<file path="config.mk">
export PLATFORM = sky130hd
export DESIGN_NAME = kms_scan
export DESIGN_NICKNAME = d
export VERILOG_FILES = /design/src/design/kms_scan.v
export VERILOG_INCLUDE_DIRS = /design/src /design/src/design
export SDC_FILE = /design/constraint.sdc
export NUM_CORES = 1
export LEC_CHECK = 0
export BUFFER_PORTS_ARGS = -buffer_cell sky130_fd_sc_hd__buf_4
export CAP_MARGIN = 20
export CELL_PAD_IN_SITES_DETAIL_PLACEMENT = 0
export CELL_PAD_IN_SITES_GLOBAL_PLACEMENT = 1
export CORE_MARGIN = 8
export CORE_UTILIZATION = 44
export DETAILED_ROUTE_END_ITERATION = 8
export PLACE_DENSITY = 0.86
export REMOVE_ABC_BUFFERS = 1
export SLEW_MARGIN = 20
export SYNTH_ARGS = -nofsm -noshare
export SYNTH_HDL_FRONTEND = slang
export SYNTH_SLANG_ARGS = --single-unit
</file>
<file path="constraint.sdc">
create_clock -name clock -period 2.6 [get_ports clock]
set_input_delay 0.26 -clock clock [delete_from_list [all_inputs] [get_ports clock]]
set_output_delay 0.26 -clock clock [all_outputs]
set_load 0.02 [all_outputs]
</file>
<file path="src/design/kms_consts.vh">
// Purpose: Constants for the key matrix scan controller
// Assumes: Included by bare name from design/kms_scan.v
// Notes:   Times are counted in periods T of the scan time base
`ifndef KMS_CONSTS_VH
`define KMS_CONSTS_VH

// ****************************************************************
// Register offsets
// ****************************************************************
`define KMS_ADDR_W        4
`define KMS_OFF_CTRL      4'h0
`define KMS_OFF_STATUS    4'h4
`define KMS_OFF_KEYS      4'h8

// ****************************************************************
// Control field positions and reset value
// ****************************************************************
`define KMS_CTRL_CFG_LSB  0
`define KMS_CTRL_CFG_MSB  2
`define KMS_CTRL_DIS_BIT  3
`define KMS_CTRL_SLP_BIT  4
`define KMS_CTRL_OSC_BIT  5
`define KMS_CTRL_RST      6'h08

// ****************************************************************
// Status field positions
// ****************************************************************
`define KMS_ST_REQ_BIT    0
`define KMS_ST_SCAN_BIT   1
`define KMS_ST_SACK_BIT   2
`define KMS_ST_SRST_BIT   3
`define KMS_ST_DISP_BIT   4

// ****************************************************************
// Timing in periods T and matrix dimensions
// ****************************************************************
`define KMS_SCAN_T        10'd288
`define KMS_REQ_T         10'd615
`define KMS_LINES         6
`define KMS_RETURNS       5
`define KMS_SLOT_T        6'd48
`define KMS_SLOT_LAST     6'd47
`define KMS_LINE_LAST     3'd5

// ****************************************************************
// Scan line levels per configuration code
// ****************************************************************
`define KMS_CFG0          6'h3f
`define KMS_CFG1          6'h01
`define KMS_CFG2          6'h02
`define KMS_CFG3          6'h04
`define KMS_CFG4          6'h08
`define KMS_CFG5          6'h20
`define KMS_CFG6          6'h10
`define KMS_CFG7          6'h00

`endif

</file>
<file path="src/design/kms_scan.v">
// Purpose: Key matrix scanning with read request on an open-drain line
// Assumes: Pins are asynchronous to clock; reset_n synchronous, active low
// Notes:   The scan time base T is the rising edge rate of oscillator_pin
//
// Function
// RL1: Scan lines follow the three-bit configuration field
// RL2: Pressed high line starts scan, repeat until release
// RL3: Every pressed key sets its own key bit
// RL4: Press held 615 T pulls request low
// RL5: Chip enable high releases the request line
// RL6: Controller answers request by reading key data
// RL7: Key read clears request, then scans again
// RL8: Sleep key press restarts time base, then scans
// RL9: Key read in sleep keeps sleep set
// RL10: Config 101 leaves only sixth line high
// RL11: Scan disable bit blocks every key scan
// RL12: Disable written during scan stops the scan
// RL13: Disable during request zeroes keys, releases line
// RL14: Only writing disable to zero re-enables scanning
// RL15: System reset blanks display, stops scan, zeroes keys
// RL16: Reset released on chip enable fall after data
// RL17: After reset release display on, scanning allowed
// RL18: Controller may drop words with three set bits
// RL19: Two 288 T scans must agree to accept
// RL20: Key bit index is five times line plus return
// RL21: Sleep bit stops display clock except during scans
// RL22: Request is active-low open drain, else released
`timescale 1ns/100ps
`include "kms_consts.vh"

module kms_scan (
  // Clock and reset
  input  wire        clock,
  input  wire        reset_n,
  // Register port
  input  wire [3:0]  reg_addr,
  input  wire [31:0] reg_wdata,
  input  wire        reg_wr,
  input  wire        reg_rd,
  output reg  [31:0] reg_rdata,
  // Key matrix pins
  output wire [5:0]  scan_drive_lines,
  input  wire [4:0]  key_return_inputs,
  // Time base and serial bus pins
  input  wire        oscillator_pin,
  input  wire        chip_enable,
  output wire        key_req_n_o,
  output wire        key_req_n_oe,
  // System reset sources
  input  wire        supply_drop_detector,
  input  wire        disp_data_done,
  // Display and oscillator control
  output wire        display_on,
  output wire        disp_clk_en,
  output wire        osc_run,
  output wire        osc_source_select
);

  // ****************************************************************
  // States
  // ****************************************************************
  localparam [2:0] ST_IDLE  = 3'd0;   // Waiting for a press
  localparam [2:0] ST_SCAN1 = 3'd1;   // First pass
  localparam [2:0] ST_SCAN2 = 3'd2;   // Second pass
  localparam [2:0] ST_HOLD  = 3'd3;   // Waiting out the request time
  localparam [2:0] ST_REQ   = 3'd4;   // Request pending

  reg  [2:0]  state_q;                // Scan state
  reg  [5:0]  ctrl_q;                 // Control register
  reg         ctrl_seen_q;            // Control written since reset began
  reg         srst_q;                 // System reset active
  reg         req_q;                  // Read request pending
  reg         sack_q;                 // Sleep state at press time
  reg  [29:0] key_bits;               // Accepted key data
  reg  [29:0] pass1_q;                // First pass result
  reg  [29:0] pass2_q;                // Second pass result
  reg  [9:0]  t_cnt_q;                // T count from scan start
  reg  [5:0]  sub_q;                  // T count inside one line slot
  reg  [2:0]  line_q;                 // Line being driven
  reg  [2:0]  osc_s_q;                // Time base synchroniser
  reg         osc_lv_q;               // Filtered time base level
  reg  [2:0]  ce_s_q;                 // Chip enable synchroniser
  reg         ce_lv_q;                // Filtered chip enable level
  reg  [14:0] ki_s_q;                 // Return line synchronisers
  reg  [4:0]  ki_lv_q;                // Filtered return levels
  reg  [5:0]  cfg_lines;              // Idle line levels
  reg  [5:0]  drive;                  // Line levels this cycle
  integer     i;                      // Synchroniser loop index
  integer     j;                      // Pass slot loop index

  wire [2:0]  cfg      = ctrl_q[`KMS_CTRL_CFG_MSB:`KMS_CTRL_CFG_LSB];
  wire        scan_dis = ctrl_q[`KMS_CTRL_DIS_BIT];
  wire        sleep    = ctrl_q[`KMS_CTRL_SLP_BIT];
  wire        scanning = (state_q == ST_SCAN1) || (state_q == ST_SCAN2)
                         || (state_q == ST_HOLD);
  wire        wr_ctrl  = reg_wr && (reg_addr == `KMS_OFF_CTRL);
  wire        rd_keys  = reg_rd && (reg_addr == `KMS_OFF_KEYS);
  wire        dis_set  = wr_ctrl && reg_wdata[`KMS_CTRL_DIS_BIT];
  wire        osc_lv_d = (osc_s_q[1] == osc_s_q[2]) ? osc_s_q[2] : osc_lv_q;
  wire        ce_lv_d  = (ce_s_q[1] == ce_s_q[2]) ? ce_s_q[2] : ce_lv_q;
  wire        ce_fall  = ce_lv_q && !ce_lv_d;
  wire        press    = |ki_lv_q;
  wire        start_ok = !scan_dis && !srst_q && press;
  // Time base runs unless sleeping outside a scan, ST_REQ included; a press in sleep wakes it
  wire        run      = !sleep || scanning || start_ok;
  wire        tick     = run && osc_lv_d && !osc_lv_q;
  wire        slot_end = tick && (sub_q == `KMS_SLOT_LAST);
  wire        pass_end = slot_end && (line_q == `KMS_LINE_LAST);

  // ****************************************************************
  // Pin synchronisers; a level counts once stages two and three agree
  // ****************************************************************
  always @(posedge clock) begin
    if (!reset_n) begin
      osc_s_q  <= 3'h0;
      osc_lv_q <= 1'b0;
      ce_s_q   <= 3'h0;
      ce_lv_q  <= 1'b0;
      ki_s_q   <= 15'h0;
      ki_lv_q  <= 5'h0;
    end else begin
      osc_s_q  <= {osc_s_q[1:0], oscillator_pin};
      osc_lv_q <= osc_lv_d;
      ce_s_q   <= {ce_s_q[1:0], chip_enable};
      ce_lv_q  <= ce_lv_d;
      ki_s_q   <= {ki_s_q[9:0], key_return_inputs};
      for (i = 0; i < `KMS_RETURNS; i = i + 1) begin
        if (ki_s_q[5 + i] == ki_s_q[10 + i])
          ki_lv_q[i] <= ki_s_q[10 + i];
      end
    end
  end

  // ****************************************************************
  // Scan line levels
  // ****************************************************************
  // Idle levels from the configuration code
  always @* begin
    case (cfg) // RL1
      3'd0:    cfg_lines = `KMS_CFG0;
      3'd1:    cfg_lines = `KMS_CFG1;
      3'd2:    cfg_lines = `KMS_CFG2;
      3'd3:    cfg_lines = `KMS_CFG3;
      3'd4:    cfg_lines = `KMS_CFG4;
      3'd5:    cfg_lines = `KMS_CFG5; // RL10
      3'd6:    cfg_lines = `KMS_CFG6;
      default: cfg_lines = `KMS_CFG7;
    endcase
  end

  // During a pass one line is high at a time
  always @* begin
    drive = cfg_lines;
    if ((state_q == ST_SCAN1) || (state_q == ST_SCAN2)) begin
      drive = 6'h00;
      drive[line_q] = 1'b1;
    end
  end

  assign scan_drive_lines = drive;

  // ****************************************************************
  // Control register and system reset
  // ****************************************************************
  always @(posedge clock) begin
    if (!reset_n) begin
      ctrl_q      <= `KMS_CTRL_RST;
      ctrl_seen_q <= 1'b0;
      srst_q      <= 1'b1;
    end else begin
      if (wr_ctrl)
        ctrl_q <= reg_wdata[5:0]; // RL14 RL21
      if (supply_drop_detector) begin
        srst_q      <= 1'b1; // RL15
        ctrl_seen_q <= 1'b0;
      end else begin
        if (wr_ctrl)
          ctrl_seen_q <= 1'b1;
        // Release only on the closing chip enable fall of a full load
        if (ce_fall && ctrl_seen_q && disp_data_done)
          srst_q <= 1'b0; // RL16 RL17
      end
    end
  end

  // ****************************************************************
  // Scan sequencer
  // ****************************************************************
  always @(posedge clock) begin
    if (!reset_n) begin
      state_q  <= ST_IDLE;
      req_q    <= 1'b0;
      sack_q   <= 1'b0;
      key_bits <= 30'h0;
      pass1_q  <= 30'h0;
      pass2_q  <= 30'h0;
      t_cnt_q  <= 10'h0;
      sub_q    <= 6'h0;
      line_q   <= 3'h0;
    end else if (srst_q || supply_drop_detector) begin
      // Held stopped with empty key data
      state_q  <= ST_IDLE; // RL15
      req_q    <= 1'b0;
      key_bits <= 30'h0;
    end else if (dis_set) begin
      // Disable stops a pass and withdraws a request
      state_q <= ST_IDLE; // RL12
      if (req_q) begin
        req_q    <= 1'b0; // RL13
        key_bits <= 30'h0;
      end
    end else begin
      case (state_q)
        ST_IDLE: begin
          if (start_ok) begin
            state_q <= ST_SCAN1; // RL2 RL8 RL11
            sack_q  <= sleep;
            t_cnt_q <= 10'h0;
            sub_q   <= 6'h0;
            line_q  <= 3'h0;
            pass1_q <= 30'h0;
          end
        end
        ST_SCAN1, ST_SCAN2: begin
          if (tick) begin
            t_cnt_q <= t_cnt_q + 10'd1;
            sub_q   <= slot_end ? 6'h0 : sub_q + 6'd1;
          end
          if (slot_end) begin
            // Each return line lands in its own bit
            for (j = 0; j < `KMS_LINES; j = j + 1) begin
              if (line_q == j[2:0]) begin
                if (state_q == ST_SCAN1)
                  pass1_q[j*5 +: 5] <= ki_lv_q; // RL3 RL20
                else
                  pass2_q[j*5 +: 5] <= ki_lv_q; // RL20
              end
            end
            line_q <= (line_q == `KMS_LINE_LAST) ? 3'h0 : line_q + 3'd1;
          end
          if (pass_end)
            state_q <= (state_q == ST_SCAN1) ? ST_SCAN2 : ST_HOLD; // RL19
        end
        ST_HOLD: begin
          if (pass1_q != pass2_q) begin
            // Passes differ: scan again from the start
            state_q <= ST_SCAN1; // RL19
            t_cnt_q <= 10'h0;
            sub_q   <= 6'h0;
            line_q  <= 3'h0;
          end else if (pass1_q == 30'h0) begin
            state_q <= ST_IDLE; // RL2
          end else begin
            if (tick)
              t_cnt_q <= t_cnt_q + 10'd1;
            if (tick && (t_cnt_q >= `KMS_REQ_T - 10'd1)) begin
              state_q  <= ST_REQ; // RL4
              req_q    <= 1'b1;
              key_bits <= pass1_q;
            end
          end
        end
        ST_REQ: begin
          if (rd_keys) begin
            // Read clears the request, sleep bit untouched
            req_q   <= 1'b0; // RL7 RL9
            state_q <= ST_SCAN1;
            t_cnt_q <= 10'h0;
            sub_q   <= 6'h0;
            line_q  <= 3'h0;
          end
        end
        default: state_q <= ST_IDLE;
      endcase
    end
  end

  // ****************************************************************
  // Request line, display and oscillator control
  // ****************************************************************
  assign key_req_n_o       = 1'b0;                   // RL22
  assign key_req_n_oe      = req_q && !ce_lv_q;     // RL5 RL22
  assign display_on        = !srst_q && !sleep;     // RL15 RL17
  assign disp_clk_en       = !srst_q && (!sleep || scanning); // RL21
  assign osc_run           = run;                   // RL8
  assign osc_source_select = ctrl_q[`KMS_CTRL_OSC_BIT];

  // ****************************************************************
  // Register read port, data one cycle after the strobe
  // ****************************************************************
  always @(posedge clock) begin
    if (!reset_n) begin
      reg_rdata <= 32'h0;
    end else if (reg_rd) begin
      case (reg_addr)
        `KMS_OFF_CTRL:   reg_rdata <= {26'h0, ctrl_q};
        `KMS_OFF_STATUS: reg_rdata <= {27'h0, display_on, srst_q, sack_q,
                                       scanning, req_q};
        `KMS_OFF_KEYS:   reg_rdata <= {sack_q, 1'b0, key_bits};
        default:         reg_rdata <= 32'h0;
      endcase
    end else begin
      reg_rdata <= 32'h0;
    end
  end

endmodule // kms_scan

</file>
==> results of run 1 <==
[routing by layer]
layer / wire length, um / part of all wire [%] / vias up / track usage (%)
met5: 0 / 0 / - / 0
met4: 161 / 0.88 / 0 / 4.90
met3: 1190 / 6.5 / 13 / 4.47
met2: 8160 / 45 / 146 / 24.8
met1: 8800 / 48 / 2811 / 23.3
li1: - / - / 3054 / -
[sequential cells by signal, summed over array words and instances (netlist names), 5 cells and up]
name       count
reg_rdata     31
key_bits      30
pass1_q       30
pass2_q       30
ki_s_q        15
t_cnt_q       10
ctrl_q         6
sub_q          6
ki_lv_q        5
[cells by family after synthesis]
kind of cell / share of synthesized area [%]
multiplexers: 11.9
buffers and inverters: 4.08
flip-flops: 46.9
other: 0.0485
adder cells (fa/ha/maj): 0.648
AND/OR/NAND/NOR: 22.4
AO/OA/AOI/OAI: 9.91
XOR/XNOR: 4.20
[metrics by stage]
stage / setup WS (ns) / instance area [sq um]
6_report: 0.145 / 9250
3_5_place_dp: 0.0934 / 8600
3_3_place_gp: 0.178 / 8600
5_1_grt: -0.0240 / 9250
2_1_floorplan: -1.73 / 7480
4_1_cts: 0.0409 / 9190
[critical path: cells and delay by family, from the launching register on]
kind / cells / cell delay (ns)
simple gates: 3 / 0.52
compound gates: 2 / 0.80
mux: 1 / 0.19
flops: 1 / 0.38
buf+inv: 2 / 0.44
[how the worst max path moves through the flow]
stage	endpoint	slack (ns)
after detailed placement	key_bits[6]$_SDFFE_PP0P_	0.09
after floorplan	key_bits[0]$_SDFFE_PP0P_	-1.73
final	pass2_q[3]$_SDFFE_PN0P_	0.15
after global placement	pass1_q[27]$_SDFFE_PN0P_	0.18
after CTS	scan_drive_lines[1]	0.04
after global routing	key_bits[3]$_SDFFE_PP0P_	-0.02
[what timing repair did]
item / 4_1_cts / 5_1_grt
endpoints found under the setup margin: 0 / 33
hold buffers: 0 / 0
setup buffers: 0 / 1
resized for setup: 0 / 8
[cell usage in the layout, fill, tap and decap left out, types with 4 or more instances in the layout]
cell and n:
sky130_fd_sc_hd__a21oi_1 39, sky130_fd_sc_hd__a22oi_1 6, sky130_fd_sc_hd__a311oi_1 5, sky130_fd_sc_hd__and2_1 50
sky130_fd_sc_hd__and3_1 4, sky130_fd_sc_hd__buf_4 104, sky130_fd_sc_hd__clkbuf_16 18, sky130_fd_sc_hd__dfxtp_1 181
sky130_fd_sc_hd__ha_1 4, sky130_fd_sc_hd__inv_1 18, sky130_fd_sc_hd__inv_6 4, sky130_fd_sc_hd__mux2_2 4
sky130_fd_sc_hd__mux2i_1 87, sky130_fd_sc_hd__nand2_1 123, sky130_fd_sc_hd__nand3_1 23, sky130_fd_sc_hd__nand3b_1 5
sky130_fd_sc_hd__nand4_1 6, sky130_fd_sc_hd__nor2_1 69, sky130_fd_sc_hd__nor2_2 4, sky130_fd_sc_hd__nor3_1 6
sky130_fd_sc_hd__nor4_1 13, sky130_fd_sc_hd__nor4_2 6, sky130_fd_sc_hd__o211ai_1 4, sky130_fd_sc_hd__o21ai_0 23
sky130_fd_sc_hd__o31ai_1 9, sky130_fd_sc_hd__or4_1 9, sky130_fd_sc_hd__xor2_1 34
[power groups by stage]
stage	combinational, uW	sequential [uW]	clock [uW]
5_1_grt	127	2800	2750
2_1_floorplan	42.3	2860	0
6_report	117	2800	2570
3_3_place_gp	117	2860	0
4_1_cts	118	2790	2630
3_5_place_dp	117	2860	0
[final cells by class]
cell class | count | share of cell area [%]
clock buffers | 20 | 4.94
clock inverters | 12 | 1.49
inverters | 19 | 0.771
multi-input cells | 591 | 41.5
flip-flops and latches | 181 | 39.2
well taps | 225 | 3.04
repair buffers | 107 | 9.05
==> impl_summary.log, run 1 <==
INFO  metric run_status = finished clean
INFO  metric timing_hold_violations_final = 0
INFO  metric worst-r2r-cell-count = 8
INFO  metric async_flop_share = 0%
INFO  metric cp.required = 2.91 ns
INFO  metric insertion_delay = 0.43 ns
INFO  metric chipWidth = 149 um
INFO  metric internal_power = 4250 uW
INFO  metric routed_via_density = 5.22
INFO  metric netlist.top_cell.by_area = sky130_fd_sc_hd__dfxtp_1
INFO  metric finalWirelength = 18300 um
INFO  metric power.leakage = 0.00355 uW
INFO  metric worst_slew_slack_as_a_fraction_of_its_limit = 57.7%
INFO  metric fraction_of_post_synthesis_cell_area_in_the_top_cell_type_by_area = 46.9%
INFO  metric wire_length_of_the_first_global_routing_pass = 29700 um
INFO  metric finalNonFillerCells = 1155
INFO  metric critical_path_class = reg2reg
INFO  metric power_frac_seq = 51.0%
INFO  metric period_needed = 2.45 ns
INFO  metric floorplan.die.height = 149 um
INFO  metric timing.final.crit_share = 94.4%
INFO  metric floorplan.rows = 48
INFO  metric comb_power_share = 2.1%
INFO  metric drt.antenna.violating_nets = 0
INFO  metric place_hpwl = 13300 um
INFO  metric design_power = 5480 uW
INFO  metric syn_area_per_cell = 9.16 sq um
INFO  metric critPathLaunchType = register
INFO  metric cp_cell_sequence = or2_1, a311oi_1, o2111ai_1, buf_4, nor4_4, buf_4, mux2i_1, nor2_1
INFO  metric num_antenna_cells = 0
INFO  metric finalMaxSlewViolations = 0
INFO  metric via_count = 6024
INFO  metric area_growth_syn_to_layout = 19.7%
INFO  metric boundaryPins = 93
INFO  metric yosys_most_used_dff = sky130_fd_sc_hd__dfxtp_1
INFO  metric post_route_cells_drive_above_1_share = 18.8%
INFO  metric globalRouteOverflowTotal = 0
INFO  metric layout.core_utilization = 53.7%
INFO  metric totalNegativeSetupSlack = 0 ns
INFO  metric r2r-end = pass2_q[3]$_SDFFE_PN0P_
INFO  metric clock_skew = 0.00744 ns
INFO  metric finalSetupViolations = 0
INFO  metric cts_sinks = 181
INFO  metric timing.critical_path.to_type = register
INFO  metric timing.hold.worst.start = key_return_inputs[2]
INFO  metric synth_most_common_cell = sky130_fd_sc_hd__dfxtp_1
INFO  metric grtUsageTotal = 16.8%
INFO  metric cpMostUsedCell = sky130_fd_sc_hd__buf_4
INFO  metric arrival = 2.76 ns
INFO  metric cpPeakStageDelay = 0.56 ns
INFO  metric worst_hold_path.endpoint = ki_s_q[2]$_SDFF_PN0_
INFO  metric drc_errors = 0
INFO  metric layout.filler_cells = 1573
INFO  metric synth-warning-count = 0
INFO  metric routabilityCongestion = 0.912
INFO  metric antenna_violations_before_repair = 0
INFO  metric placement.io_buffers = 64
INFO  metric placed_cells = 1121
INFO  metric wl_per_cell = 15.9 um
INFO  metric h-tree-depth = 4
INFO  metric pwr_density_cell = 592 mW/mm^2
INFO  metric final.hold.worst_slack = 0.0286 ns
INFO  metric ir_worst_vdd = 473 uV
INFO  metric post_synth_instance_area = 0.00772 sq mm
INFO  metric synthesis.instances = 843
INFO  metric multi_input_comb_area = 0.00384 sq mm
INFO  metric tritoncts = done
INFO  metric drv.max_cap_violation_count = 0
INFO  metric worst-slew-pin-transition = 0.630 ns
INFO  metric netSwitchingPower = 1230 uW
INFO  metric synthTopCellsByArea = sky130_fd_sc_hd__dfxtp_1 (47%), sky130_fd_sc_hd__mux2i_1 (11%), sky130_fd_sc_hd__nand2_1 (6.0%), sky130_fd_sc_hd__and2_1 (4.1%), sky130_fd_sc_hd__xor2_1 (3.9%)
INFO  metric seqCellArea = 0.00362 sq mm
INFO  metric regToRegSetupSlack = 0.15 ns
INFO  metric synth_commonest_cells = sky130_fd_sc_hd__dfxtp_1 (181), sky130_fd_sc_hd__nand2_1 (123), sky130_fd_sc_hd__mux2i_1 (87)
INFO  metric ys_types = 64
INFO  metric clock_tree.buffer_depth = 2
INFO  metric worst_path_max_delay_cell = sky130_fd_sc_hd__a311oi_1
INFO  metric clkSlewWorstSetupHoldPaths = 0.07 ns
INFO  metric crit_start = srst_q$_SDFFE_PP1P_
INFO  metric die_area = 0.0221 sq mm
INFO  metric max_freq = 407 MHz
INFO  metric number_of_cells_on_the_worst_hold_path = 2
INFO  metric yosysSeqAreaShare = 46.9%
INFO  metric power.share.switching = 22.5%
INFO  metric drt_iter0_markers = 556
INFO  metric grt_pass1_vias = 5681
INFO  metric final_nets = 970
INFO  metric timing.hold.worst.class = in2reg
INFO  metric crit-reg2reg-launch = srst_q$_SDFFE_PP1P_
INFO  metric clock_tree.root_cell = sky130_fd_sc_hd__clkbuf_16
INFO  metric cp_max_fo = 11
INFO  metric core = 0.0172 sq mm
INFO  metric initial_core_util = 44.8%
INFO  metric synth_edf_count = 0
INFO  metric ys_ff_latch = 181
INFO  metric clockPowerShare = 46.8%
INFO  metric cts_buffers = 17
INFO  metric drt_pass1_iterations = 5
INFO  metric grt_start_max_net_pins = 38
Power figures use the tool's default switching activity.
==> run 2: changes to the inputs <==
--- a/config.mk
+++ b/config.mk
@@ -10,7 +10,7 @@
 export CAP_MARGIN = 20
 export CELL_PAD_IN_SITES_DETAIL_PLACEMENT = 0
 export CELL_PAD_IN_SITES_GLOBAL_PLACEMENT = 1
-export CORE_MARGIN = 8
+export CORE_MARGIN = 4
 export CORE_UTILIZATION = 44
 export DETAILED_ROUTE_END_ITERATION = 8
 export PLACE_DENSITY = 0.86
==> impl_summary.log, run 2 (synthesized netlist as in run 1, its figures left out) <==
INFO  metric period_needed = 2.53 ns (was 2.45 ns)
INFO  metric area_growth_syn_to_layout = 20.2% (was 19.7%)
INFO  metric final_nets = 972 (was 970)
INFO  metric layout.core_utilization = 53.9% (was 53.7%)
INFO  metric max_freq = 395 MHz (was 407 MHz)
INFO  metric placement.io_buffers = 64 (unchanged)
INFO  metric crit_start = state_q[1]$_SDFFE_PP0P_ (was srst_q$_SDFFE_PP1P_)
INFO  metric ir_worst_vdd = 476 uV (was 473 uV)
INFO  metric power.leakage = 0.00354 uW (was 0.00355 uW)
INFO  metric insertion_delay = 0.43 ns (about the same)
INFO  metric finalWirelength = 18300 um (about the same)
INFO  metric worst_slack = 0.0709 ns (was 0.145 ns)
INFO  metric totalNegativeSetupSlack = 0 ns (unchanged)
INFO  metric wl_per_cell = 15.8 um (was 15.9 um)
INFO  metric timing.critical_path.to_type = register (unchanged)
INFO  metric wire_length_of_the_first_global_routing_pass = 29600 um (was 29700 um)
INFO  metric drc_errors = 0 (unchanged)
INFO  metric cts_sinks = 181 (unchanged)
INFO  metric regMostFlops = reg_rdata (unchanged)
INFO  metric clock_skew = 0.0115 ns (was 0.00744 ns)
INFO  metric cp_max_fo = 15 (was 11)
INFO  metric routed_via_density = 5.31 (was 5.22)
INFO  metric drt.antenna.violating_nets = 0 (unchanged)
INFO  metric worst_slew_slack_as_a_fraction_of_its_limit = 49.7% (was 57.7%)
INFO  metric die_area = 0.0197 sq mm (was 0.0221 sq mm)
INFO  metric floorplan.rows = 48 (unchanged)
INFO  metric place_hpwl = 13000 um (was 13300 um)
INFO  metric cts_buffers = 17 (unchanged)
INFO  metric clock_tree.root_cell = sky130_fd_sc_hd__clkbuf_16 (unchanged)
INFO  metric finalMaxSlewViolations = 0 (unchanged)
INFO  metric cp.required = 2.94 ns (was 2.91 ns)
INFO  metric grt_pass1_vias = 5709 (was 5681)
INFO  metric pwr_density_cell = 583 mW/mm^2 (was 592 mW/mm^2)
INFO  metric crit-reg2reg-launch = state_q[1]$_SDFFE_PP0P_ (was srst_q$_SDFFE_PP1P_)
INFO  metric globalRouteOverflowTotal = 0 (unchanged)
INFO  metric design_power = 5420 uW (was 5480 uW)
INFO  metric placed_cells = 1122 (was 1121)
INFO  metric critPathLaunchType = register (unchanged)
INFO  metric worst-r2r-cell-count = 7 (was 8)
INFO  metric worst-slew-pin-transition = 0.748 ns (was 0.630 ns)
INFO  metric critical_path_class = reg2reg (unchanged)
INFO  metric h-tree-depth = 4 (unchanged)
INFO  metric r2r-end = key_bits[28]$_SDFFE_PP0P_ (was pass2_q[3]$_SDFFE_PN0P_)
INFO  metric timing.hold.worst.start = key_return_inputs[2] (unchanged)
INFO  metric grt_start_max_net_pins = 36 (was 38)
INFO  metric finalSetupViolations = 0 (unchanged)
INFO  metric run_status = finished clean (unchanged)
INFO  metric arrival = 2.87 ns (was 2.76 ns)
INFO  metric floorplan.die.height = 141 um (was 149 um)
INFO  metric via_count = 6142 (was 6024)
INFO  metric dp_worst_setup_slack = 0.106 ns (was 0.0934 ns)
INFO  metric drv.max_cap_violation_count = 0 (unchanged)
INFO  metric chipWidth = 141 um (was 149 um)
INFO  metric num_antenna_cells = 0 (unchanged)
INFO  metric post_route_cells_drive_above_1_share = 19.1% (was 18.8%)
INFO  metric finalNonFillerCells = 1157 (was 1155)
INFO  metric tritoncts = done (unchanged)
INFO  metric timing.hold.worst.class = in2reg (unchanged)
INFO  metric final_common_cell = sky130_fd_sc_hd__dfxtp_1 (unchanged)
INFO  metric cts.hold.buffers_added = 0 (unchanged)
INFO  metric drt_pass1_iterations = 5 (unchanged)
INFO  metric initial_core_util = 44.8% (unchanged)
INFO  metric drt_iter0_markers = 427 (was 556)
INFO  metric clkSlewWorstSetupHoldPaths = 0.07 ns (about the same)
INFO  metric timing.final.crit_share = 97.3% (was 94.4%)
INFO  metric core = 0.0172 sq mm (unchanged)
INFO  metric number_of_cells_on_the_worst_hold_path = 2 (unchanged)
INFO  metric boundaryPins = 93 (unchanged)
INFO  metric largest_reg_flops = 31 (unchanged)
INFO  metric routabilityCongestion = 0.852 (was 0.912)
INFO  metric timing_hold_violations_final = 0 (unchanged)
INFO  metric most-common-layout-cells = sky130_fd_sc_hd__dfxtp_1 (180), sky130_fd_sc_hd__nand2_1 (123), sky130_fd_sc_hd__buf_4 (106) (was sky130_fd_sc_hd__dfxtp_1 (181), sky130_fd_sc_hd__nand2_1 (123), sky130_fd_sc_hd__buf_4 (104))
INFO  metric grtUsageTotal = 18.5% (was 16.8%)
INFO  metric antenna_violations_before_repair = 0 (unchanged)
INFO  metric clock_tree.buffer_depth = 2 (unchanged)
INFO  metric regToRegSetupSlack = 0.07 ns (was 0.15 ns)
INFO  metric worst_hold_path.endpoint = ki_s_q[2]$_SDFF_PN0_ (unchanged)
==> run 2: how the worst max path moves through the flow <==
stage	end	slack [ns]	cells after the start
2_1_floorplan	key_bits[0]$_SDFFE_PP0P_	-1.73	6
3_3_place_gp	pass1_q[23]$_SDFFE_PN0P_	0.12	8
3_5_place_dp	pass1_q[23]$_SDFFE_PN0P_	0.11	8
4_1_cts	scan_drive_lines[1]	0.09	6
5_1_grt	pass2_q[0]$_SDFFE_PN0P_	-0.01	8
6_report	key_bits[28]$_SDFFE_PP0P_	0.07	7
==> run 2: final cells by class <==
class                      instances  area [sq um]
timing repair buffer             109           852
multi-input combinational        591          3860
clock buffer                      18           429
clock inverter                    14           161
fill                            1599          7950
tap                              225           282
sequential                       181          3620
inverter                          19          71.3
==> run 2: critical path, cell delays in order (launching register included) <==
cell and delay (ns):
sky130_fd_sc_hd__dfxtp_1 0.49, sky130_fd_sc_hd__o21bai_1 0.13, sky130_fd_sc_hd__and2_1 0.29, sky130_fd_sc_hd__a211o_1 0.33
sky130_fd_sc_hd__and4bb_2 0.29, sky130_fd_sc_hd__nor4_4 0.38, sky130_fd_sc_hd__clkbuf_16 0.28, sky130_fd_sc_hd__mux2i_1 0.25
==> run 2: power breakdown <==
part | internal, uW | switching, uW | total (uW)
Clock | 1290 | 1210 | 2500
Combinational | 49.0 | 69.8 | 119
Sequential | 2780 | 9.31 | 2790
==> run 2: per-stage QoR <==
stage               cell area [sq um]  hold WS (ns)
floorplan                        7480         0.322
global placement                 8610         0.414
finish                           9280        0.0338
CTS                              9200        0.0182
global route                     9280        0.0238
detailed placement               8610         0.419
==> run 2: metal layers <==
layer | global-route usage [%] | part of all wire, % | vias up
li1 | - | - | 3062
met5 | 0 | 0 | -
met1 | 26.9 | 50 | 2899
met2 | 27.5 | 43 | 149
met3 | 3.28 | 4.9 | 32
met4 | 6.53 | 2.1 | 0
==> run 2: timing repair <==
item / in CTS / in global routing
setup endpoints to repair: 0 / 56
setup buffers: 0 / 2
hold endpoints to repair: 0 / 0
resized for setup: 0 / 12
==> run 3: changes to the inputs <==
--- a/config.mk
+++ b/config.mk
@@ -6,15 +6,16 @@
 export SDC_FILE = /design/constraint.sdc
 export NUM_CORES = 1
 export LEC_CHECK = 0
+export ABC_AREA = 1
 export BUFFER_PORTS_ARGS = -buffer_cell sky130_fd_sc_hd__buf_4
 export CAP_MARGIN = 20
 export CELL_PAD_IN_SITES_DETAIL_PLACEMENT = 0
 export CELL_PAD_IN_SITES_GLOBAL_PLACEMENT = 1
-export CORE_MARGIN = 4
-export CORE_UTILIZATION = 44
+export CORE_UTILIZATION = 42
 export DETAILED_ROUTE_END_ITERATION = 8
-export PLACE_DENSITY = 0.86
+export PLACE_DENSITY = 0.87
 export REMOVE_ABC_BUFFERS = 1
+export SETUP_SLACK_MARGIN = 0.2
 export SLEW_MARGIN = 20
 export SYNTH_ARGS = -nofsm -noshare
 export SYNTH_HDL_FRONTEND = slang
==> impl_summary.log, run 3 <==
INFO  metric worst_slew_slack_as_a_fraction_of_its_limit = 42.0% (was 49.7%)
INFO  metric placement.io_buffers = 64 (unchanged)
INFO  metric regMostFlops = reg_rdata (unchanged)
INFO  metric cp.required = 2.34 ns (was 2.94 ns)
INFO  metric synth_edf_count = 0 (unchanged)
INFO  metric drc_errors = 0 (unchanged)
INFO  metric most-common-layout-cells = sky130_fd_sc_hd__nand2_1 (325), sky130_fd_sc_hd__dfxtp_1 (180), sky130_fd_sc_hd__nor2_1 (179) (was sky130_fd_sc_hd__dfxtp_1 (180), sky130_fd_sc_hd__nand2_1 (123), sky130_fd_sc_hd__buf_4 (106))
INFO  metric netlist.top_cell.by_area = sky130_fd_sc_hd__dfxtp_1 (unchanged)
INFO  metric async_flop_share = 0% (unchanged)
INFO  metric clock_skew = 0.0153 ns (was 0.0115 ns)
INFO  metric drv.max_cap_violation_count = 0 (unchanged)
INFO  metric globalRouteOverflowTotal = 0 (unchanged)
INFO  metric timing.critical_path.to_type = output port (was register)
INFO  metric critPathLaunchType = register (unchanged)
INFO  metric rsz0062_at_grt = false
INFO  metric clock_tree.buffer_depth = 2 (unchanged)
INFO  metric power.leakage = 0.00451 uW (was 0.00354 uW)
INFO  metric layout.filler_cells = 1960 (was 1599)
INFO  metric ir_worst_vdd = 441 uV (was 476 uV)
INFO  metric clock_tree.root_cell = sky130_fd_sc_hd__clkbuf_16 (unchanged)
INFO  metric yosysSeqAreaShare = 44.1% (was 46.9%)
INFO  metric ys_ff_latch = 181 (unchanged)
INFO  metric synth_most_common_cell = sky130_fd_sc_hd__nand2_1 (was sky130_fd_sc_hd__dfxtp_1)
INFO  metric worst-slew-pin-transition = 0.868 ns (was 0.748 ns)
INFO  metric core = 0.0190 sq mm (was 0.0172 sq mm)
INFO  metric timing.final.crit_share = 88.3% (was 97.3%)
INFO  metric synthesis.instances = 1201 (was 843)
INFO  metric num_antenna_cells = 0 (unchanged)
INFO  metric synth-warning-count = 0 (unchanged)
INFO  metric floorplan.die.height = 142 um (was 141 um)
INFO  metric floorplan.rows = 50 (was 48)
INFO  metric fraction_of_post_synthesis_cell_area_in_the_top_cell_type_by_area = 44.1% (was 46.9%)
INFO  metric routabilityCongestion = 0.844 (was 0.852)
INFO  metric timing.hold.worst.start = chip_enable (was key_return_inputs[2])
INFO  metric grtUsageTotal = 21.4% (was 18.5%)
INFO  metric wl_per_cell = 13.3 um (was 15.8 um)
INFO  metric finalWirelength = 20600 um (was 18300 um)
INFO  metric drt.antenna.violating_nets = 0 (unchanged)
INFO  metric final_nets = 1330 (was 972)
INFO  metric post_synth_instance_area = 0.00822 sq mm (was 0.00772 sq mm)
INFO  metric synth_commonest_cells = sky130_fd_sc_hd__nand2_1 (325), sky130_fd_sc_hd__dfxtp_1 (181), sky130_fd_sc_hd__nor2_1 (179) (was sky130_fd_sc_hd__dfxtp_1 (181), sky130_fd_sc_hd__nand2_1 (123), sky130_fd_sc_hd__mux2i_1 (87))
INFO  metric routed_via_density = 4.80 (was 5.31)
INFO  metric design_power = 5570 uW (was 5420 uW)
INFO  metric antenna_violations_before_repair = 0 (unchanged)
INFO  metric via_count = 7446 (was 6142)
INFO  metric post_route_cells_drive_above_1_share = 13.6% (was 19.1%)
INFO  metric largest_reg_flops = 31 (unchanged)
INFO  metric cts_sinks = 181 (unchanged)
INFO  metric cts_buffers = 17 (unchanged)
INFO  metric finalMaxSlewViolations = 0 (unchanged)
INFO  metric max_freq = 435 MHz (was 395 MHz)
INFO  metric arrival = 2.04 ns (was 2.87 ns)
INFO  metric period_needed = 2.30 ns (was 2.53 ns)
INFO  metric crit_start = state_q[2]$_SDFFE_PP0P_ (was state_q[1]$_SDFFE_PP0P_)
INFO  metric initial_core_util = 43.4% (was 44.8%)
INFO  metric critical_path_class = reg2out (was reg2reg)
INFO  metric ys_types = 38 (was 64)
INFO  metric timing.hold.worst.class = in2reg (unchanged)
INFO  metric place_hpwl = 14700 um (was 13000 um)
INFO  metric yosys_most_used_dff = sky130_fd_sc_hd__dfxtp_1 (unchanged)
INFO  metric finalNonFillerCells = 1550 (was 1157)
INFO  metric area_growth_syn_to_layout = 19.3% (was 20.2%)
INFO  metric cp_max_fo = 14 (was 15)
INFO  metric grt_pass1_vias = 6722 (was 5709)
INFO  metric syn_area_per_cell = 6.85 sq um (was 9.16 sq um)
INFO  metric finalSetupViolations = 0 (unchanged)
INFO  metric wire_length_of_the_first_global_routing_pass = 33800 um (was 29600 um)
INFO  metric run_status = finished clean (unchanged)
INFO  metric pwr_density_cell = 568 mW/mm^2 (was 583 mW/mm^2)
INFO  metric boundaryPins = 93 (unchanged)
INFO  metric tritoncts = done (unchanged)
INFO  metric placed_cells = 1508 (was 1122)
INFO  metric grt_start_max_net_pins = 79 (was 36)
INFO  metric synthTopCellsByArea = sky130_fd_sc_hd__dfxtp_1 (44%), sky130_fd_sc_hd__nand2_1 (15%), sky130_fd_sc_hd__nor2_1 (8.2%), sky130_fd_sc_hd__inv_1 (6.2%), sky130_fd_sc_hd__nand3_1 (5.6%) (was sky130_fd_sc_hd__dfxtp_1 (47%), sky130_fd_sc_hd__mux2i_1 (11%), sky130_fd_sc_hd__nand2_1 (6.0%), sky130_fd_sc_hd__and2_1 (4.1%), sky130_fd_sc_hd__xor2_1 (3.9%))
INFO  metric insertion_delay = 0.44 ns (was 0.43 ns)
INFO  metric die_area = 0.0201 sq mm (was 0.0197 sq mm)
INFO  metric chipWidth = 142 um (was 141 um)
INFO  metric clkSlewWorstSetupHoldPaths = 0.07 ns (about the same)
INFO  metric drt_pass1_iterations = 5 (unchanged)
INFO  metric drt_iter0_markers = 447 (was 427)
INFO  metric h-tree-depth = 4 (unchanged)
INFO  metric timing_hold_violations_final = 0 (unchanged)
INFO  metric final_common_cell = sky130_fd_sc_hd__nand2_1 (was sky130_fd_sc_hd__dfxtp_1)
INFO  metric crit-reg2reg-launch = state_q[1]$_SDFFE_PP0P_ (unchanged)
[run 3: final cells by class]
cell class / instances / area, sq um / share of cell area (%)
Tap cell: 260 / 325 / 3.32
Timing Repair Buffer: 99 / 796 / 8.12
Clock buffer: 17 / 425 / 4.34
Multi-Input combinational cell: 829 / 3870 / 39.4
Clock inverter: 15 / 201 / 2.05
Inverter: 149 / 566 / 5.77
Sequential cell: 181 / 3620 / 37.0
[run 3: path summary, 6_finish.rpt]
kind / end / slack [ns] / cells after the start
min: ce_s_q[0]$_SDFF_PN0_ / 0.02 / 3
min reg2reg: ki_s_q[5]$_SDFF_PN0_ / 0.42 / 2
max reg2reg: pass1_q[9]$_SDFFE_PN0P_ / 0.41 / 12
max: scan_drive_lines[0] / 0.30 / 7
[run 3: kinds of logic after synthesis]
logic type,synth area share (%)
adders and majority gates,0.609
buffers and inverters,9.25
DFF,44.1
and+or+nand+nor,35.0
xor gates and xnor gates,1.17
AOI/OAI and AO/OA,9.86
other,0.0456
[run 3: routing by layer]
metal | up-vias | GRT usage (%) | part of all wire (%)
li1 | 3945 | - | -
met3 | 18 | 3.27 | 3.7
met5 | - | 0 | 0
met2 | 138 | 34.6 | 45
met1 | 3345 | 29.6 | 51
met4 | 0 | 5.66 | 0.97
[run 3: critical path: stages (launching register included)]
cell                      delay, ns
sky130_fd_sc_hd__dfxtp_1       0.37
sky130_fd_sc_hd__inv_2         0.18
sky130_fd_sc_hd__nand2_1       0.23
sky130_fd_sc_hd__nor2_4        0.20
sky130_fd_sc_hd__buf_4         0.23
sky130_fd_sc_hd__nand2_1       0.11
sky130_fd_sc_hd__o31ai_1       0.10
sky130_fd_sc_hd__buf_4         0.19
[run 3: per-stage QoR]
step / util [%] / instance area, sq um / hold slack (ns) / setup TNS (ns) / setup slack (ns)
2_1_floorplan: - / 8030 / 0.345 / -21.05 / -0.702
4_1_cts: 51.5 / 9770 / 0.0103 / 0 / 0.281
5_1_grt: 51.7 / 9810 / 0.0302 / 0 / 0.201
6_report: 51.7 / 9810 / 0.0152 / 0 / 0.303
3_3_place_gp: 47.8 / 9060 / 0.393 / 0 / 0.345
3_5_place_dp: 47.8 / 9060 / 0.398 / 0 / 0.304
[run 3: power by group]
part           switching (uW)  internal (uW)  total (uW)  leakage, uW
registers                7.52           2780        2790      0.00146
clock network            1310           1330        2640     0.000300
logic                    87.6           55.4         143      0.00275
[run 3: timing repair]
action	4_1_cts	5_1_grt
gates resized for setup	2	5
pin swaps	0	1
hold buffers	6	0
gates cloned	0	0
buffers inserted	2	2
setup endpoints to repair	3	94
endpoints found under the hold margin	6	0
